<file path="src/logic/compare_pkg.sv">
// Package of constants and carrier types for the output compare channel
package compare_pkg;

   // ==========================================================
   // Register map
   localparam logic [3:0] ADDR_CONTROL   = 4'h0;
   localparam logic [3:0] ADDR_PRIMARY   = 4'h1;
   localparam logic [3:0] ADDR_SECONDARY = 4'h2;
   localparam logic [3:0] ADDR_STATUS    = 4'h3;
   localparam logic [3:0] ADDR_MASK      = 4'h4;

   // ==========================================================
   // Control field positions
   localparam int MODE_LSB       = 0;
   localparam int TIMESEL_BIT    = 3;
   localparam int FAULT_BIT      = 4;
   localparam int IDLE_STOP_BIT  = 13;
   localparam logic [15:0] CONTROL_WRITE_MASK = 16'h200F;
   localparam logic [15:0] CONTROL_RESET      = 16'h0000;
   localparam logic [15:0] COMPARE_RESET      = 16'h0000;
   localparam logic [2:0]  STATUS_RESET       = 3'h0;
   localparam int          CH_INDEX_DEFAULT   = 1;
   localparam int          CH_FAULT_A_LAST    = 4;

   // ==========================================================
   // Status bits: rising edge, falling edge, fault edge
   localparam int ST_RISE  = 0;
   localparam int ST_FALL  = 1;
   localparam int ST_FAULT = 2;

   typedef enum logic [2:0] {
      MODE_OFF    = 3'h0,
      MODE_LOW_OS = 3'h1,
      MODE_HI_OS  = 3'h2,
      MODE_TOGGLE = 3'h3,
      MODE_DLY_OS = 3'h4,
      MODE_CONT   = 3'h5,
      MODE_PWM    = 3'h6,
      MODE_PWM_F  = 3'h7
   } mode_t;

   typedef struct packed {
      logic [3:0]  addr;
      logic [15:0] wdata;
      logic        wr;
      logic        rd;
   } bus_req_t;

endpackage : compare_pkg

</file>
<file path="src/logic/sync2.sv">
// Two-stage synchroniser for pin inputs
module sync2 #(
   parameter int WIDTH = 1
) (
   input  wire logic             core_clk_in,
   input  wire logic             rst_b_in,
   input  wire logic [WIDTH-1:0] async_in,
   input  wire logic [WIDTH-1:0] reset_val_in,
   output logic      [WIDTH-1:0] sync_out
);

   logic [WIDTH-1:0] meta_reg;

   // Reset takes constant high so fault pins idle inactive
   always_ff @(posedge core_clk_in or negedge rst_b_in) begin
      if (!rst_b_in) begin
         meta_reg <= '1;
         sync_out <= '1;
      end else begin
         meta_reg <= async_in;
         sync_out <= meta_reg;
      end
   end

   logic unused_reset_val;
   assign unused_reset_val = ^reset_val_in;

endmodule : sync2

</file>
<file path="src/logic/output_compare_channel.sv">
// Output compare channel: timer match, pin modes, fault, register slave
// ==========================================================
// Summary of operation
// - Timebase select bit 3 picks second shared timer when set, first otherwise.
// - Compare selected timer to one or two values; pin changes on match.
// - Mode bits 2:0; 000 disables channel, no interrupt, pin to port control.
// - Mode 001: start low, match forces high, interrupt on rising edge.
// - Mode 010: start high, match forces low, interrupt on falling edge.
// - Mode 011: keep level, each match toggles, interrupt on both edges.
// - Mode 100: start low, one pulse from matches, interrupt on its falling edge.
// - Mode 101: start low, repeating pulses, interrupt on each falling edge.
// - Mode 110: PWM, fault ignored, start 0 if primary zero else 1, no interrupt.
// - Mode 111: PWM with fault input, same start, interrupt on fault falling edge.
// - Fault input a serves channels one to four, input b five to eight.
// - Fault status bit 4 set on PWM fault, read-only, hardware clears it.
// - Idle-stop bit 13 set halts channel while processor idles.
// - Control bits 15:14 and 12:5 read back zero.
//
// Added by the designer: the register offsets and the strobed register port.
module output_compare_channel #(
   parameter int CH_INDEX = compare_pkg::CH_INDEX_DEFAULT,
   parameter int TW       = 16
) (
   input  wire logic          core_clk_in,
   input  wire logic          rst_b_in,
   input  wire logic [3:0]    addr_in,
   input  wire logic [15:0]   wdata_in,
   input  wire logic          wr_in,
   input  wire logic          rd_in,
   output logic      [15:0]   rdata_out,
   input  wire logic [TW-1:0] first_shared_timer_in,
   input  wire logic [TW-1:0] second_shared_timer_in,
   input  wire logic          cpu_idle_in,
   input  wire logic          fault_input_a_in,
   input  wire logic          fault_input_b_in,
   output logic               compare_output_pin_out,
   output logic               pin_owned_out,
   output logic               irq_out
);

   // ==========================================================
   // Register bus decode
   compare_pkg::bus_req_t bus;
   assign bus = '{addr: addr_in, wdata: wdata_in, wr: wr_in, rd: rd_in};

   logic [15:0]   control_reg;
   logic [TW-1:0] primary_reg;
   logic [TW-1:0] secondary_reg;
   logic [2:0]    status_reg;
   logic [2:0]    mask_reg;
   logic          fault_flag_reg;

   wire wr_control = bus.wr && (bus.addr == compare_pkg::ADDR_CONTROL);
   wire wr_primary = bus.wr && (bus.addr == compare_pkg::ADDR_PRIMARY);
   wire wr_second  = bus.wr && (bus.addr == compare_pkg::ADDR_SECONDARY);
   wire wr_status  = bus.wr && (bus.addr == compare_pkg::ADDR_STATUS);
   wire wr_mask    = bus.wr && (bus.addr == compare_pkg::ADDR_MASK);

   compare_pkg::mode_t mode;
   assign mode = compare_pkg::mode_t'(control_reg[compare_pkg::MODE_LSB +: 3]);

   wire timesel   = control_reg[compare_pkg::TIMESEL_BIT];
   wire idle_stop = control_reg[compare_pkg::IDLE_STOP_BIT];

   // Unimplemented bits never stored, so they read zero
   wire [15:0] control_rd = (control_reg & compare_pkg::CONTROL_WRITE_MASK)
                          | ({15'h0000, fault_flag_reg} << compare_pkg::FAULT_BIT);

   logic [15:0] rdata_next;
   always_comb begin
      case (bus.addr)
         compare_pkg::ADDR_CONTROL:   rdata_next = control_rd;
         compare_pkg::ADDR_PRIMARY:   rdata_next = 16'(primary_reg);
         compare_pkg::ADDR_SECONDARY: rdata_next = 16'(secondary_reg);
         compare_pkg::ADDR_STATUS:    rdata_next = {13'h0000, status_reg};
         compare_pkg::ADDR_MASK:      rdata_next = {13'h0000, mask_reg};
         default:                     rdata_next = 16'h0000;
      endcase
   end

   // ==========================================================
   // Fault pin: synchronised before use
   logic [1:0] fault_sync;
   sync2 #(.WIDTH(2)) u_fault_sync (
      .core_clk_in  (core_clk_in),
      .rst_b_in     (rst_b_in),
      .async_in     ({fault_input_b_in, fault_input_a_in}),
      .reset_val_in (2'h3),
      .sync_out     (fault_sync)
   );

   // Channels above four listen to the second fault input
   wire fault_level = (CH_INDEX > compare_pkg::CH_FAULT_A_LAST) ? fault_sync[1]
                                                                : fault_sync[0];
   logic fault_prev_reg;
   wire  fault_fall = fault_prev_reg && !fault_level;

   // ==========================================================
   // Compare logic
   wire [TW-1:0] timer_sel = timesel ? second_shared_timer_in
                                     : first_shared_timer_in;
   wire run          = !(idle_stop && cpu_idle_in);
   wire match_pri    = run && (timer_sel == primary_reg);
   wire match_sec    = run && (timer_sel == secondary_reg);
   wire primary_zero = (primary_reg == '0);

   logic pin_reg;
   logic armed_reg;
   logic init_reg;
   logic pin_next;
   logic armed_next;

   // Mode entry is any control write, so rewriting the mode re-arms the channel
   always_comb begin
      pin_next   = pin_reg;
      armed_next = armed_reg;
      if (init_reg) begin
         armed_next = 1'b1;
         case (mode)
            compare_pkg::MODE_OFF:    pin_next = 1'b0;
            compare_pkg::MODE_LOW_OS: pin_next = 1'b0;
            compare_pkg::MODE_HI_OS:  pin_next = 1'b1;
            compare_pkg::MODE_TOGGLE: pin_next = pin_reg;
            compare_pkg::MODE_DLY_OS: pin_next = 1'b0;
            compare_pkg::MODE_CONT:   pin_next = 1'b0;
            compare_pkg::MODE_PWM:    pin_next = !primary_zero;
            compare_pkg::MODE_PWM_F:  pin_next = !primary_zero;
            default:                  pin_next = pin_reg;
         endcase
      end else begin
         case (mode)
            compare_pkg::MODE_LOW_OS: begin
               if (armed_reg && match_pri) begin
                  pin_next   = 1'b1;
                  armed_next = 1'b0;
               end
            end
            compare_pkg::MODE_HI_OS: begin
               if (armed_reg && match_pri) begin
                  pin_next   = 1'b0;
                  armed_next = 1'b0;
               end
            end
            compare_pkg::MODE_TOGGLE: begin
               if (match_pri) pin_next = !pin_reg;
            end
            compare_pkg::MODE_DLY_OS: begin
               if (armed_reg && match_pri && !pin_reg) begin
                  pin_next = 1'b1;
               end else if (pin_reg && match_sec) begin
                  pin_next   = 1'b0;
                  armed_next = 1'b0;
               end
            end
            compare_pkg::MODE_CONT: begin
               if (match_pri && !pin_reg) pin_next = 1'b1;
               else if (match_sec && pin_reg) pin_next = 1'b0;
            end
            compare_pkg::MODE_PWM, compare_pkg::MODE_PWM_F: begin
               // Period end at secondary value, duty end at primary
               if (fault_flag_reg) pin_next = 1'b0;
               else if (match_sec) pin_next = !primary_zero;
               else if (match_pri) pin_next = 1'b0;
            end
            default: pin_next = 1'b0;
         endcase
      end
   end

   wire pin_rise  = !pin_reg && pin_next;
   wire pin_fall  = pin_reg && !pin_next;
   wire active    = (mode != compare_pkg::MODE_OFF);
   wire fault_hit = (mode == compare_pkg::MODE_PWM_F) && fault_fall && !init_reg;

   // Interrupt events by mode
   wire ev_rise = pin_rise && !init_reg
                  && (mode == compare_pkg::MODE_LOW_OS || mode == compare_pkg::MODE_TOGGLE);
   wire ev_fall = pin_fall && !init_reg
                  && (mode == compare_pkg::MODE_HI_OS || mode == compare_pkg::MODE_TOGGLE
                      || mode == compare_pkg::MODE_DLY_OS || mode == compare_pkg::MODE_CONT);
   wire [2:0] events = {fault_hit, ev_fall, ev_rise};

   // Set wins over a same-cycle write-one clear
   wire [2:0] status_next = (status_reg & ~(wr_status ? bus.wdata[2:0] : 3'h0)) | events;

   // ==========================================================
   // Registers
   always_ff @(posedge core_clk_in or negedge rst_b_in) begin
      if (!rst_b_in) begin
         control_reg    <= compare_pkg::CONTROL_RESET;
         primary_reg    <= TW'(compare_pkg::COMPARE_RESET);
         secondary_reg  <= TW'(compare_pkg::COMPARE_RESET);
         status_reg     <= compare_pkg::STATUS_RESET;
         mask_reg       <= compare_pkg::STATUS_RESET;
         fault_flag_reg <= 1'b0;
         fault_prev_reg <= 1'b1;
         pin_reg        <= 1'b0;
         armed_reg      <= 1'b0;
         init_reg       <= 1'b0;
         rdata_out      <= 16'h0000;
         irq_out        <= 1'b0;
         compare_output_pin_out <= 1'b0;
         pin_owned_out  <= 1'b0;
      end else begin
         if (wr_control) control_reg <= bus.wdata & compare_pkg::CONTROL_WRITE_MASK;
         if (wr_primary) primary_reg <= TW'(bus.wdata);
         if (wr_second)  secondary_reg <= TW'(bus.wdata);
         if (wr_mask)    mask_reg <= bus.wdata[2:0];
         status_reg     <= status_next;
         // Fault flag: hardware sets, hardware clears on mode rewrite
         if (fault_hit) fault_flag_reg <= 1'b1;
         else if (wr_control || mode != compare_pkg::MODE_PWM_F) fault_flag_reg <= 1'b0;
         fault_prev_reg <= fault_level;
         init_reg       <= wr_control;
         pin_reg        <= pin_next;
         armed_reg      <= armed_next;
         rdata_out      <= bus.rd ? rdata_next : 16'h0000;
         irq_out        <= |(status_next & mask_reg);
         compare_output_pin_out <= active ? pin_next : 1'b0;
         pin_owned_out  <= active;
      end
   end

   // ==========================================================
   // Assertions
   property p_timesel;
      @(posedge core_clk_in) disable iff (!rst_b_in)
      match_pri |-> ((timesel ? second_shared_timer_in : first_shared_timer_in)
                     == primary_reg);
   endproperty
   a_timesel: assert property (p_timesel)
      else $error("match taken from the unselected timer");

   property p_off_quiet;
      @(posedge core_clk_in) disable iff (!rst_b_in)
      !active |=> (!pin_owned_out && !compare_output_pin_out);
   endproperty
   a_off_quiet: assert property (p_off_quiet)
      else $error("disabled channel still owns or drives the pin");

   property p_low_os;
      @(posedge core_clk_in) disable iff (!rst_b_in)
      (mode == compare_pkg::MODE_LOW_OS && !init_reg && armed_reg && match_pri)
      |=> (pin_reg && status_reg[compare_pkg::ST_RISE]);
   endproperty
   a_low_os: assert property (p_low_os)
      else $error("low one-shot match did not raise pin and rise flag");

   property p_hi_os;
      @(posedge core_clk_in) disable iff (!rst_b_in)
      (mode == compare_pkg::MODE_HI_OS && !init_reg && armed_reg && match_pri)
      |=> (!pin_reg && status_reg[compare_pkg::ST_FALL]);
   endproperty
   a_hi_os: assert property (p_hi_os)
      else $error("high one-shot match did not drop pin and set fall flag");

   property p_toggle;
      @(posedge core_clk_in) disable iff (!rst_b_in)
      (mode == compare_pkg::MODE_TOGGLE && !init_reg && match_pri)
      |=> (pin_reg != $past(pin_reg));
   endproperty
   a_toggle: assert property (p_toggle)
      else $error("toggle match left the pin unchanged");

   property p_dly_os;
      @(posedge core_clk_in) disable iff (!rst_b_in)
      (mode == compare_pkg::MODE_DLY_OS && !init_reg && pin_reg && match_sec)
      |=> (!pin_reg && status_reg[compare_pkg::ST_FALL]);
   endproperty
   a_dly_os: assert property (p_dly_os)
      else $error("delayed one-shot pulse did not end with fall flag");

   property p_cont;
      @(posedge core_clk_in) disable iff (!rst_b_in)
      (mode == compare_pkg::MODE_CONT && !init_reg && !pin_reg && match_pri)
      |=> pin_reg;
   endproperty
   a_cont: assert property (p_cont)
      else $error("continuous pulse did not start on primary match");

   property p_pwm_entry;
      @(posedge core_clk_in) disable iff (!rst_b_in)
      (init_reg && (mode == compare_pkg::MODE_PWM || mode == compare_pkg::MODE_PWM_F))
      |=> (pin_reg == $past(primary_reg != '0));
   endproperty
   a_pwm_entry: assert property (p_pwm_entry)
      else $error("pwm start level does not follow the primary value");

   property p_pwm_no_irq;
      @(posedge core_clk_in) disable iff (!rst_b_in)
      (mode == compare_pkg::MODE_PWM) |=> ((status_reg & ~$past(status_reg)) == 3'h0);
   endproperty
   a_pwm_no_irq: assert property (p_pwm_no_irq)
      else $error("plain pwm set a status bit");

   property p_fault_set;
      @(posedge core_clk_in) disable iff (!rst_b_in)
      fault_hit |=> (fault_flag_reg && status_reg[compare_pkg::ST_FAULT]);
   endproperty
   a_fault_set: assert property (p_fault_set)
      else $error("fault edge did not set flag and status");

   property p_fault_hold;
      @(posedge core_clk_in) disable iff (!rst_b_in)
      (fault_flag_reg && !init_reg) |=> (!pin_reg && !compare_output_pin_out);
   endproperty
   a_fault_hold: assert property (p_fault_hold)
      else $error("pin active while a fault is held");

   property p_idle_halt;
      @(posedge core_clk_in) disable iff (!rst_b_in)
      (idle_stop && cpu_idle_in && !init_reg && !fault_flag_reg) |=> $stable(pin_reg);
   endproperty
   a_idle_halt: assert property (p_idle_halt)
      else $error("pin moved while halted in idle");

   property p_ctrl_zero;
      @(posedge core_clk_in) disable iff (!rst_b_in)
      (bus.rd && bus.addr == compare_pkg::ADDR_CONTROL)
      |=> (rdata_out[15:14] == 2'h0 && rdata_out[12:5] == 8'h00);
   endproperty
   a_ctrl_zero: assert property (p_ctrl_zero)
      else $error("unimplemented control bits read nonzero");

   // Irq changes on the same edge as status since it is registered from the next value
   property p_irq_level;
      @(posedge core_clk_in) disable iff (!rst_b_in)
      irq_out == |(status_reg & $past(mask_reg));
   endproperty
   a_irq_level: assert property (p_irq_level)
      else $error("irq does not follow masked status");

   // ==========================================================
   // Coverage of the main scenarios
   c_low_os_fire: cover property (@(posedge core_clk_in) disable iff (!rst_b_in)
      mode == compare_pkg::MODE_LOW_OS && armed_reg && match_pri);
   c_pwm_period: cover property (@(posedge core_clk_in) disable iff (!rst_b_in)
      mode == compare_pkg::MODE_PWM && match_sec);
   c_fault: cover property (@(posedge core_clk_in) disable iff (!rst_b_in)
      fault_hit);
   c_idle_halt: cover property (@(posedge core_clk_in) disable iff (!rst_b_in)
      idle_stop && cpu_idle_in && active);

endmodule : output_compare_channel

</file>
<file path="config.mk">
export PLATFORM = sky130hd
export DESIGN_NAME = output_compare_channel
export DESIGN_NICKNAME = d
export VERILOG_FILES = /design/src/logic/compare_pkg.sv /design/src/logic/sync2.sv /design/src/logic/output_compare_channel.sv
export SDC_FILE = /design/constraint.sdc
export NUM_CORES = 1
export LEC_CHECK = 0
export BUFFER_PORTS_ARGS = -buffer_cell sky130_fd_sc_hd__buf_2
export CAP_MARGIN = 10
export CELL_PAD_IN_SITES_DETAIL_PLACEMENT = 1
export CELL_PAD_IN_SITES_GLOBAL_PLACEMENT = 2
export CORE_ASPECT_RATIO = 0.75
export CORE_MARGIN = 2
export CORE_UTILIZATION = 32
export CTS_CLUSTER_DIAMETER = 50
export DETAILED_ROUTE_END_ITERATION = 10
export GPL_ROUTABILITY_DRIVEN = 0
export HOLD_SLACK_MARGIN = 0.1
export PLACE_DENSITY = 0.81
export SLEW_MARGIN = 5
export SYNTH_ARGS = -nofsm -noshare
export SYNTH_HDL_FRONTEND = slang
export SYNTH_SLANG_ARGS = --single-unit
</file>
<file path="constraint.sdc">
create_clock -name core_clk_in -period 3.2 [get_ports core_clk_in]
set_clock_uncertainty 0.2 [all_clocks]
set_input_delay 0.64 -clock core_clk_in [delete_from_list [all_inputs] [get_ports core_clk_in]]
set_output_delay 0.64 -clock core_clk_in [all_outputs]
set_load 0.01 [all_outputs]
</file>
==> results.cfg, run 1 <==
[synthesis]
yosysMostFrequentCell = dfrtp_1
synth_edf_count = 0
ys_seq_elements = 69
syn-instance-count = 304
syn_avg_cell_area_um2 = 11.6
synth_top_area_share_pct = 46.9
ys.warnings.count = 0
synth_ff_type = dfrtp_1
synth-simple-area-share_pct = 11.3
synthMuxAreaShare_pct = 19.5
synth_area_leader_cell = dfrtp_1
yosysSeqAreaShare_pct = 49.2
netlist_top_cells_area = dfrtp_1 (47%), mux2_2 (13%), xnor2_1 (7.5%), mux2i_1 (4.6%), a22oi_1 (3.4%)
synthArstFlopShare_pct = 100
synth_xor_area_share_pct = 8.46
synth_top_family_by_area = multiplexers
synth_cell_type_count = 44
syn-num-nets = 365
synth-adder-area-share_pct = 0.711
synth_compound_area_share_pct = 8.43
syn-cell-area_mm2 = 0.00352
synth_common_cells = dfrtp_1 (66), mux2_2 (41), xnor2_1 (30)

[clock_tree]
cts_tree = yes
postCtsHoldBufs = 0
root_buffer = clkbuf_16
clock_path_buffers = 2
clock_latency_ns = 0.34
cts_max_level = 3
clkTransAtPathRegs_ns = 0.06
cts_sinks = 69
cts_made_buffers = 9

[run_status]
outcome = complete, but fails checks
violations = negative setup slack

[grt]
track_usage_pct = 18.6
grt_max_degree = 42
antenna_found_initial = 0
grt_pass1_wl_um = 16700
grt_overflow = 0
grt_pass1_vias = 3027

[setup_path]
cp_top_family = simple AND/OR/NAND/NOR gates
critical_path.max_stage_delay_ns = 0.44
r2r_end = irq_out
r2r_setup_slack_ns = -0.20
reg2regPathDepth = 15
reg2reg_from = control_reg[3]
cp_max_fo = 4
crit_required_ns = 3.26
worst_ep_arrival_time_ns = 3.46
path_cells = buf_6 -> mux2i_4 -> xnor2_1 -> nor4_2 -> nand4_1 -> or2_4 -> inv_2 -> ha_4 -> a211oi_2 -> a21o_1 -> a21oi_2 -> nand2_1 -> mux2_4 -> a211o_1 -> o211ai_2
start_kind = register
path_buf_inv = 2
crit_path_end_kind = register
cpMaxStageDelayCell = dfrtp_2
crit_type = register to register

[floorplan]
initial_core_util_pct = 32.5
die_w_um = 125
core_area_mm2 = 0.0108
die_area_mm2 = 0.0119
io_pins = 78
die_h_um = 94.8
placementRows = 33

[sta]
setup_viol = 5
hold_ws_ns = 0.129
finalCritPeriodShare_pct = 106
tightest_slew_ns = 0.849
layout_setup_ws_ns = -0.197
period_minus_slack_ns = 3.40
hold_viol_final = 0
setup-tns-final_ns = -0.596
rsz0062_at_grt = true
timing.fmax_mhz = 294
timing.slew.headroom_pct = 43.3
slew_viol_final = 0

[hold_path]
hp-class = input port to async pin

[placement]
place_hpwl_um = 7830
port_buffers = 76
place_ws_ns = -0.631
dpl.cell_count = 545
postPlaceCellArea_mm2 = 0.00432

[cells_and_area]
drive_above_1_share_pct = 48.6
diodes = 0
finalNetCount = 480
post-route-util_pct = 44.3
area_delta_synth_final_pct = 36.0
fin_area_mm2 = 0.00479
stdcell_count = 564

[detailed_routing]
drtIter0Drc = 176
viasPerCell = 5.07
firstDrtPassIters = 4
wl_per_cell_um = 19.2
ant_nets = 0
drt-total-wl_um = 10800
vias = 2862
drc = 0

[power]
finalPower_mw = 3.16
p_leak_nw = 2.14
ir_drop_mv = 0.342
power_density_mw_per_mm2 = 660

[job]
maxCapViolations = 0
-- routing by layer --
metal  part of all wire [%]  GRT usage [%]  wire, µm  vias to the layer above
li1                       -              -         -                     1320
met1                     47           25.5      5080                     1456
met2                     47           28.9      5040                       72
met3                    4.4           4.19       479                       14
met4                    1.9           6.76       203                        0
met5                      0              0         0                        -
-- area by class of cell --
class	count	area, µm²
Fill cell	1188	6030
Multi-Input combinational cell	218	1840
Sequential cell	69	1730
Timing Repair Buffer	116	731
Clock buffer	10	239
Tap cell	140	175
Clock inverter	6	51.3
Inverter	5	18.8
-- cells in the final DEF, fill, tap and decap left out, types with 3 or more instances in the layout --
master     instances
buf_2             76
dfrtp_1           65
mux2_2            40
buf_4             35
xnor2_1           29
nor2_1            22
nand2_1           20
a22oi_1           16
clkbuf_16         10
mux2i_1            9
mux2i_2            7
a21oi_1            7
nor4_1             7
inv_1              4
xor2_1             4
mux2i_4            4
nor4_2             4
nand2b_1           4
inv_6              4
nand3_1            3
a21oi_2            3
nor3_1             3
a31oi_1            3
dfstp_2            3
-- worst reg2reg max path: stages, from the launching register on --
cell and delay (ns):
dfrtp_2 0.44, buf_6 0.16, mux2i_4 0.25, xnor2_1 0.16
nor4_2 0.30, nand4_1 0.19, or2_4 0.28, inv_2 0.07
ha_4 0.12, a211oi_2 0.06, a21o_1 0.20, a21oi_2 0.16
nand2_1 0.07, mux2_4 0.31, a211o_1 0.28, o211ai_2 0.08
-- worst max path at each step --
stage | startpoint | to | cells past startpoint
finish | control_reg[3] | irq_out | 15
detailed placement | second_shared_timer_in[3] | irq_out | 16
CTS | control_reg[3] | irq_out | 16
floorplan | control_reg[3] | irq_out | 16
global placement | first_shared_timer_in[3] | irq_out | 16
global route | control_reg[3] | irq_out | 16
-- timing repair --
item | in CTS | in global routing
gates cloned | 0 | 1
setup endpoints to repair | 5 | 6
resized for setup | 17 | 13
pin swaps | 6 | 4
buffers inserted | 2 | 1
-- where the power goes --
| group | switching (mW) | internal, mW | leakage [nW] |
|---|---|---|---|
| logic | 0.440 | 0.509 | 1.14 |
| clock network | 0.420 | 0.558 | 0.140 |
| registers | 0.197 | 1.04 | 0.862 |
| total | 1.06 | 2.10 | 2.14 |
-- kinds of logic (layout without fill, tap and decap cells) --
family,after synthesis,count (layout)
simple gates,78,78
flops,69,69
mux,61,61
compound gates,43,43
xor+xnor,34,34
buf+inv,17,137
fa+ha+maj,2,2
No activity file was read; power rests on OpenSTA's default activity.
==> run 2, diff against run 1 <==
--- a/config.mk
+++ b/config.mk
@@ -15,7 +15,7 @@
 export CTS_CLUSTER_DIAMETER = 50
 export DETAILED_ROUTE_END_ITERATION = 10
 export GPL_ROUTABILITY_DRIVEN = 0
-export HOLD_SLACK_MARGIN = 0.1
+export HOLD_SLACK_MARGIN = 0.15
 export PLACE_DENSITY = 0.81
 export SLEW_MARGIN = 5
 export SYNTH_ARGS = -nofsm -noshare
==> results.cfg, run 2 (same netlist as run 1, synthesis figures left out) <==
[detailed_routing]
firstDrtPassIters = 4
drt-total-wl_um = 10800
wl_per_cell_um = 19.1
vias = 2868
drc = 0
ant_nets = 0
drtIter0Drc = 149
viasPerCell = 5.08

[run_status]
violations = negative setup slack
outcome = complete, but fails checks

[cells_and_area]
fin_area_mm2 = 0.00480
layout_common_cells = buf_2 (76), dfrtp_1 (65), mux2_2 (40)
finalNetCount = 481
diodes = 0
drive_above_1_share_pct = 48.5
nFillCells = 1189
final_common_cell = buf_2
area_delta_synth_final_pct = 36.3

[clock_tree]
cts_made_buffers = 9
clkTransAtPathRegs_ns = 0.06
root_buffer = clkbuf_16
cts_max_level = 3
clock_path_buffers = 2
clock_latency_ns = 0.34
cts_sinks = 69
cts_tree = yes

[power]
ir_drop_mv = 0.342
p_leak_nw = 2.14
power_density_mw_per_mm2 = 659

[sta]
setup_viol = 5
hold_viol_final = 0
tightest_slew_ns = 0.836
period_minus_slack_ns = 3.39
rsz0062_at_grt = true
timing.slew.headroom_pct = 44.1
finalCritPeriodShare_pct = 106
layout_setup_ws_ns = -0.192
setup-tns-final_ns = -0.560
timing.fmax_mhz = 295
slew_viol_final = 0

[setup_path]
r2r_setup_slack_ns = -0.19
start_kind = register
startpoint = control_reg[3]
r2r_end = irq_out
reg2regPathDepth = 15
cp_max_fo = 4
crit_required_ns = 3.26
crit_path_end = irq_out
worst_ep_arrival_time_ns = 3.46
crit_type = register to register
reg2reg_from = control_reg[3]
crit_path_end_kind = register

[floorplan]
die_w_um = 125
core_area_mm2 = 0.0108
die_area_mm2 = 0.0119
placementRows = 33
die_h_um = 94.8
initial_core_util_pct = 32.5
io_pins = 78

[grt]
grt_max_degree = 42
grt_pass1_vias = 3028
antenna_found_initial = 0
track_usage_pct = 18.6
grt_pass1_wl_um = 16700
grt_overflow = 0

[placement]
postPlaceCellArea_mm2 = 0.00432
place_hpwl_um = 7830
port_buffers = 76

[job]
maxCapViolations = 0

[hold_path]
hp-class = register to register
-- run 2: worst max-delay path: stages (launching register included) --
cell	delay (ns)
dfrtp_2	0.44
buf_6	0.16
mux2i_4	0.25
xnor2_1	0.16
nor4_2	0.30
nand4_1	0.19
or2_4	0.28
inv_2	0.07
ha_4	0.12
a211oi_2	0.06
a21o_1	0.20
a21oi_2	0.16
nand2_1	0.07
mux2_4	0.31
a211o_1	0.28
o211ai_2	0.08
-- run 2: worst min path at each step --
stage / startpoint / to / depth (start not counted) / slack [ns]
after global placement: u_fault_sync.meta_reg[0] / u_fault_sync.sync_out[0] / 0 / 0.15
final: u_fault_sync.meta_reg[0] / u_fault_sync.sync_out[0] / 0 / 0.16
after floorplan: rst_b_in / armed_reg / 0 / 0.14
after global routing: u_fault_sync.meta_reg[0] / u_fault_sync.sync_out[0] / 0 / 0.16
after detailed placement: u_fault_sync.meta_reg[0] / u_fault_sync.sync_out[0] / 0 / 0.15
after CTS: u_fault_sync.meta_reg[0] / u_fault_sync.sync_out[0] / 0 / 0.16
-- run 2: what timing repair did --
item / CTS / global route
buffers inserted: 2 / 1
pin swaps: 6 / 4
endpoints found under the hold margin: 23 / 0
hold buffers: 1 / 0
gates cloned: 0 / 1
setup endpoints to repair: 5 / 6
resized for setup: 17 / 13
-- run 2: power breakdown --
group	switching, mW	internal, mW
clock network	0.423	0.558
logic	0.440	0.509
registers	0.196	1.04
total	1.06	2.10
-- run 2: per-layer routing --
layer | global-route usage (%) | vias up | part of all wire (%)
li1 | - | 1320 | -
met1 | 25.6 | 1454 | 47
met2 | 28.9 | 80 | 46
met3 | 4.19 | 14 | 4.9
met4 | 6.76 | 0 | 1.9
met5 | 0 | - | 0
-- run 2: final cells by class --
class	count	area (µm²)	area share, %
clock inverters	6	51.3	1.07
well taps	140	175	3.65
flip-flops and latches	69	1730	36.1
inverters	5	18.8	0.391
clock buffers	10	239	4.98
multi-input cells	218	1840	38.4
repair buffers	117	741	15.4
-- run 2: stage by stage --
| stage | utilization [%] | cells | hold slack (ns) | total power [mW] | setup WS [ns] |
|---|---|---|---|---|---|
| after floorplan | - | 304 | 0.144 | 1.71 | 0.00115 |
| after global placement | 39.9 | 545 | 0.147 | 2.02 | -0.550 |
| after detailed placement | 39.9 | 545 | 0.151 | 2.06 | -0.631 |
| after CTS | 43.3 | 563 | 0.160 | 3.11 | -0.186 |
| after global routing | 44.3 | 565 | 0.163 | 3.32 | -0.343 |
| final | 44.3 | 565 | 0.159 | 3.16 | -0.192 |
==> run 3, diff against run 2 <==
--- a/config.mk
+++ b/config.mk
@@ -17,6 +17,8 @@
 export GPL_ROUTABILITY_DRIVEN = 0
 export HOLD_SLACK_MARGIN = 0.15
 export PLACE_DENSITY = 0.81
+export REMOVE_ABC_BUFFERS = 1
+export SKIP_CTS_REPAIR_TIMING = 1
 export SLEW_MARGIN = 5
 export SYNTH_ARGS = -nofsm -noshare
 export SYNTH_HDL_FRONTEND = slang
==> results.cfg, run 3 (same netlist as run 1, synthesis figures left out) <==
[run_status]
outcome = complete, but fails checks
violations = negative setup slack

[sta]
tightest_slew_ns = 0.889
layout_setup_ws_ns = -0.323
hold_ws_ns = 0.163
timing.fmax_mhz = 284
slew_viol_final = 0
finalCritPeriodShare_pct = 110
hold_viol_final = 0
timing.slew.headroom_pct = 40.6
rsz0062_at_grt = true
period_minus_slack_ns = 3.52
setup_viol = 5
setup-tns-final_ns = -1.31

[floorplan]
die_area_mm2 = 0.0119
initial_core_util_pct = 32.5
die_w_um = 125
io_pins = 78
placementRows = 33
die_h_um = 94.8
core_area_mm2 = 0.0108

[cells_and_area]
fin_area_mm2 = 0.00474
post-route-util_pct = 43.8
area_delta_synth_final_pct = 34.7
final_common_cell = buf_2
finalNetCount = 481
layout_common_cells = buf_2 (76), dfrtp_1 (66), mux2_2 (40)
diodes = 0
drive_above_1_share_pct = 47.1
stdcell_count = 565

[power]
ir_drop_mv = 0.241
p_sw_uw = 997
p_leak_nw = 2.14
comb_power_share_pct = 27.7
internal-power_mw = 2.14
clkPwrFrac_pct = 32.8
pwr-share-seq_pct = 39.5
power_density_mw_per_mm2 = 661
swShare_pct = 31.8

[setup_path]
crit_required_ns = 3.20
crit_type = register to register
cp_max_fo = 7
start_kind = register
worst_ep_arrival_time_ns = 3.52
crit_path_end_kind = register

[detailed_routing]
drtIter0Drc = 103
firstDrtPassIters = 4
vias = 2834
drt-total-wl_um = 10500
ant_nets = 0
drc = 0
viasPerCell = 5.02
wl_per_cell_um = 18.6

[clock_tree]
cts_made_buffers = 9
cts_sinks = 69
clock_path_buffers = 2
cts_max_level = 3
root_buffer = clkbuf_16
clock_latency_ns = 0.34
clkTransAtPathRegs_ns = 0.07
cts_tree = yes

[grt]
grt_overflow = 0
grt_max_degree = 32
track_usage_pct = 18.3
grt_pass1_wl_um = 16500
grt_pass1_vias = 3016
antenna_found_initial = 0

[job]
maxCapViolations = 0

[placement]
port_buffers = 76
place_hpwl_um = 7650
postPlaceCellArea_mm2 = 0.00428
dpl.cell_count = 544

[hold_path]
hp-class = register to register
## run 3: power groups by stage
stage	Combinational [mW]	Clock, mW	Sequential (mW)
5_1_grt	0.949	1.08	1.26
6_report	0.867	1.03	1.24
4_1_cts	0.797	1.05	1.23
3_5_place_dp	0.785	0	1.24
2_1_floorplan	0.471	0	1.21
3_3_place_gp	0.759	0	1.23
## run 3: final timing paths
path	startpoint	to	slack [ns]	depth (start not counted)
setup / recovery	control_reg[3]	irq_out	-0.32	17
hold / removal	u_fault_sync.meta_reg[0]	u_fault_sync.sync_out[0]	0.16	0
setup reg to reg	control_reg[3]	irq_out	-0.32	17
hold reg to reg	u_fault_sync.meta_reg[0]	u_fault_sync.sync_out[0]	0.16	0
max in group asynchronous	rst_b_in	rdata_out[12]	1.46	3
min in group asynchronous	rst_b_in	init_reg	0.57	2
## run 3: worst max-delay path, stage by stage, from the launching register on
cell	delay (ns)
dfrtp_1	0.38
buf_6	0.15
buf_6	0.12
mux2i_4	0.28
xnor2_2	0.11
nor4_2	0.30
nand4_1	0.25
or2_4	0.33
inv_4	0.06
ha_4	0.12
a211oi_2	0.06
a21o_1	0.19
a21oi_2	0.14
nand2_1	0.07
mux2_4	0.29
o21ai_2	0.13
buf_4	0.13
o211ai_2	0.07
## run 3: layout make-up
| class | count | area [µm²] |
|---|---|---|
| clock buffer | 10 | 239 |
| sequential | 69 | 1730 |
| inverter | 5 | 21.3 |
| timing repair buffer | 117 | 702 |
| fill | 1190 | 6080 |
| tap | 140 | 175 |
| multi-input combinational | 218 | 1800 |
| clock inverter | 6 | 70.1 |
## run 3: stage by stage
| stage | power [mW] | setup slack, ns |
|---|---|---|
| 6_report | 3.13 | -0.323 |
| 5_1_grt | 3.29 | -0.508 |
| 4_1_cts | 3.08 | -0.543 |
| 3_5_place_dp | 2.03 | -0.562 |
| 3_3_place_gp | 1.99 | -0.491 |
| 2_1_floorplan | 1.68 | -0.330 |
## run 3: per-layer routing
metal	vias up	global-route usage, %	share of wire (%)
met4	0	4.72	0.90
met5	-	0	0
li1	1319	-	-
met1	1442	25.1	48
met3	9	3.12	3.4
met2	64	30.3	47
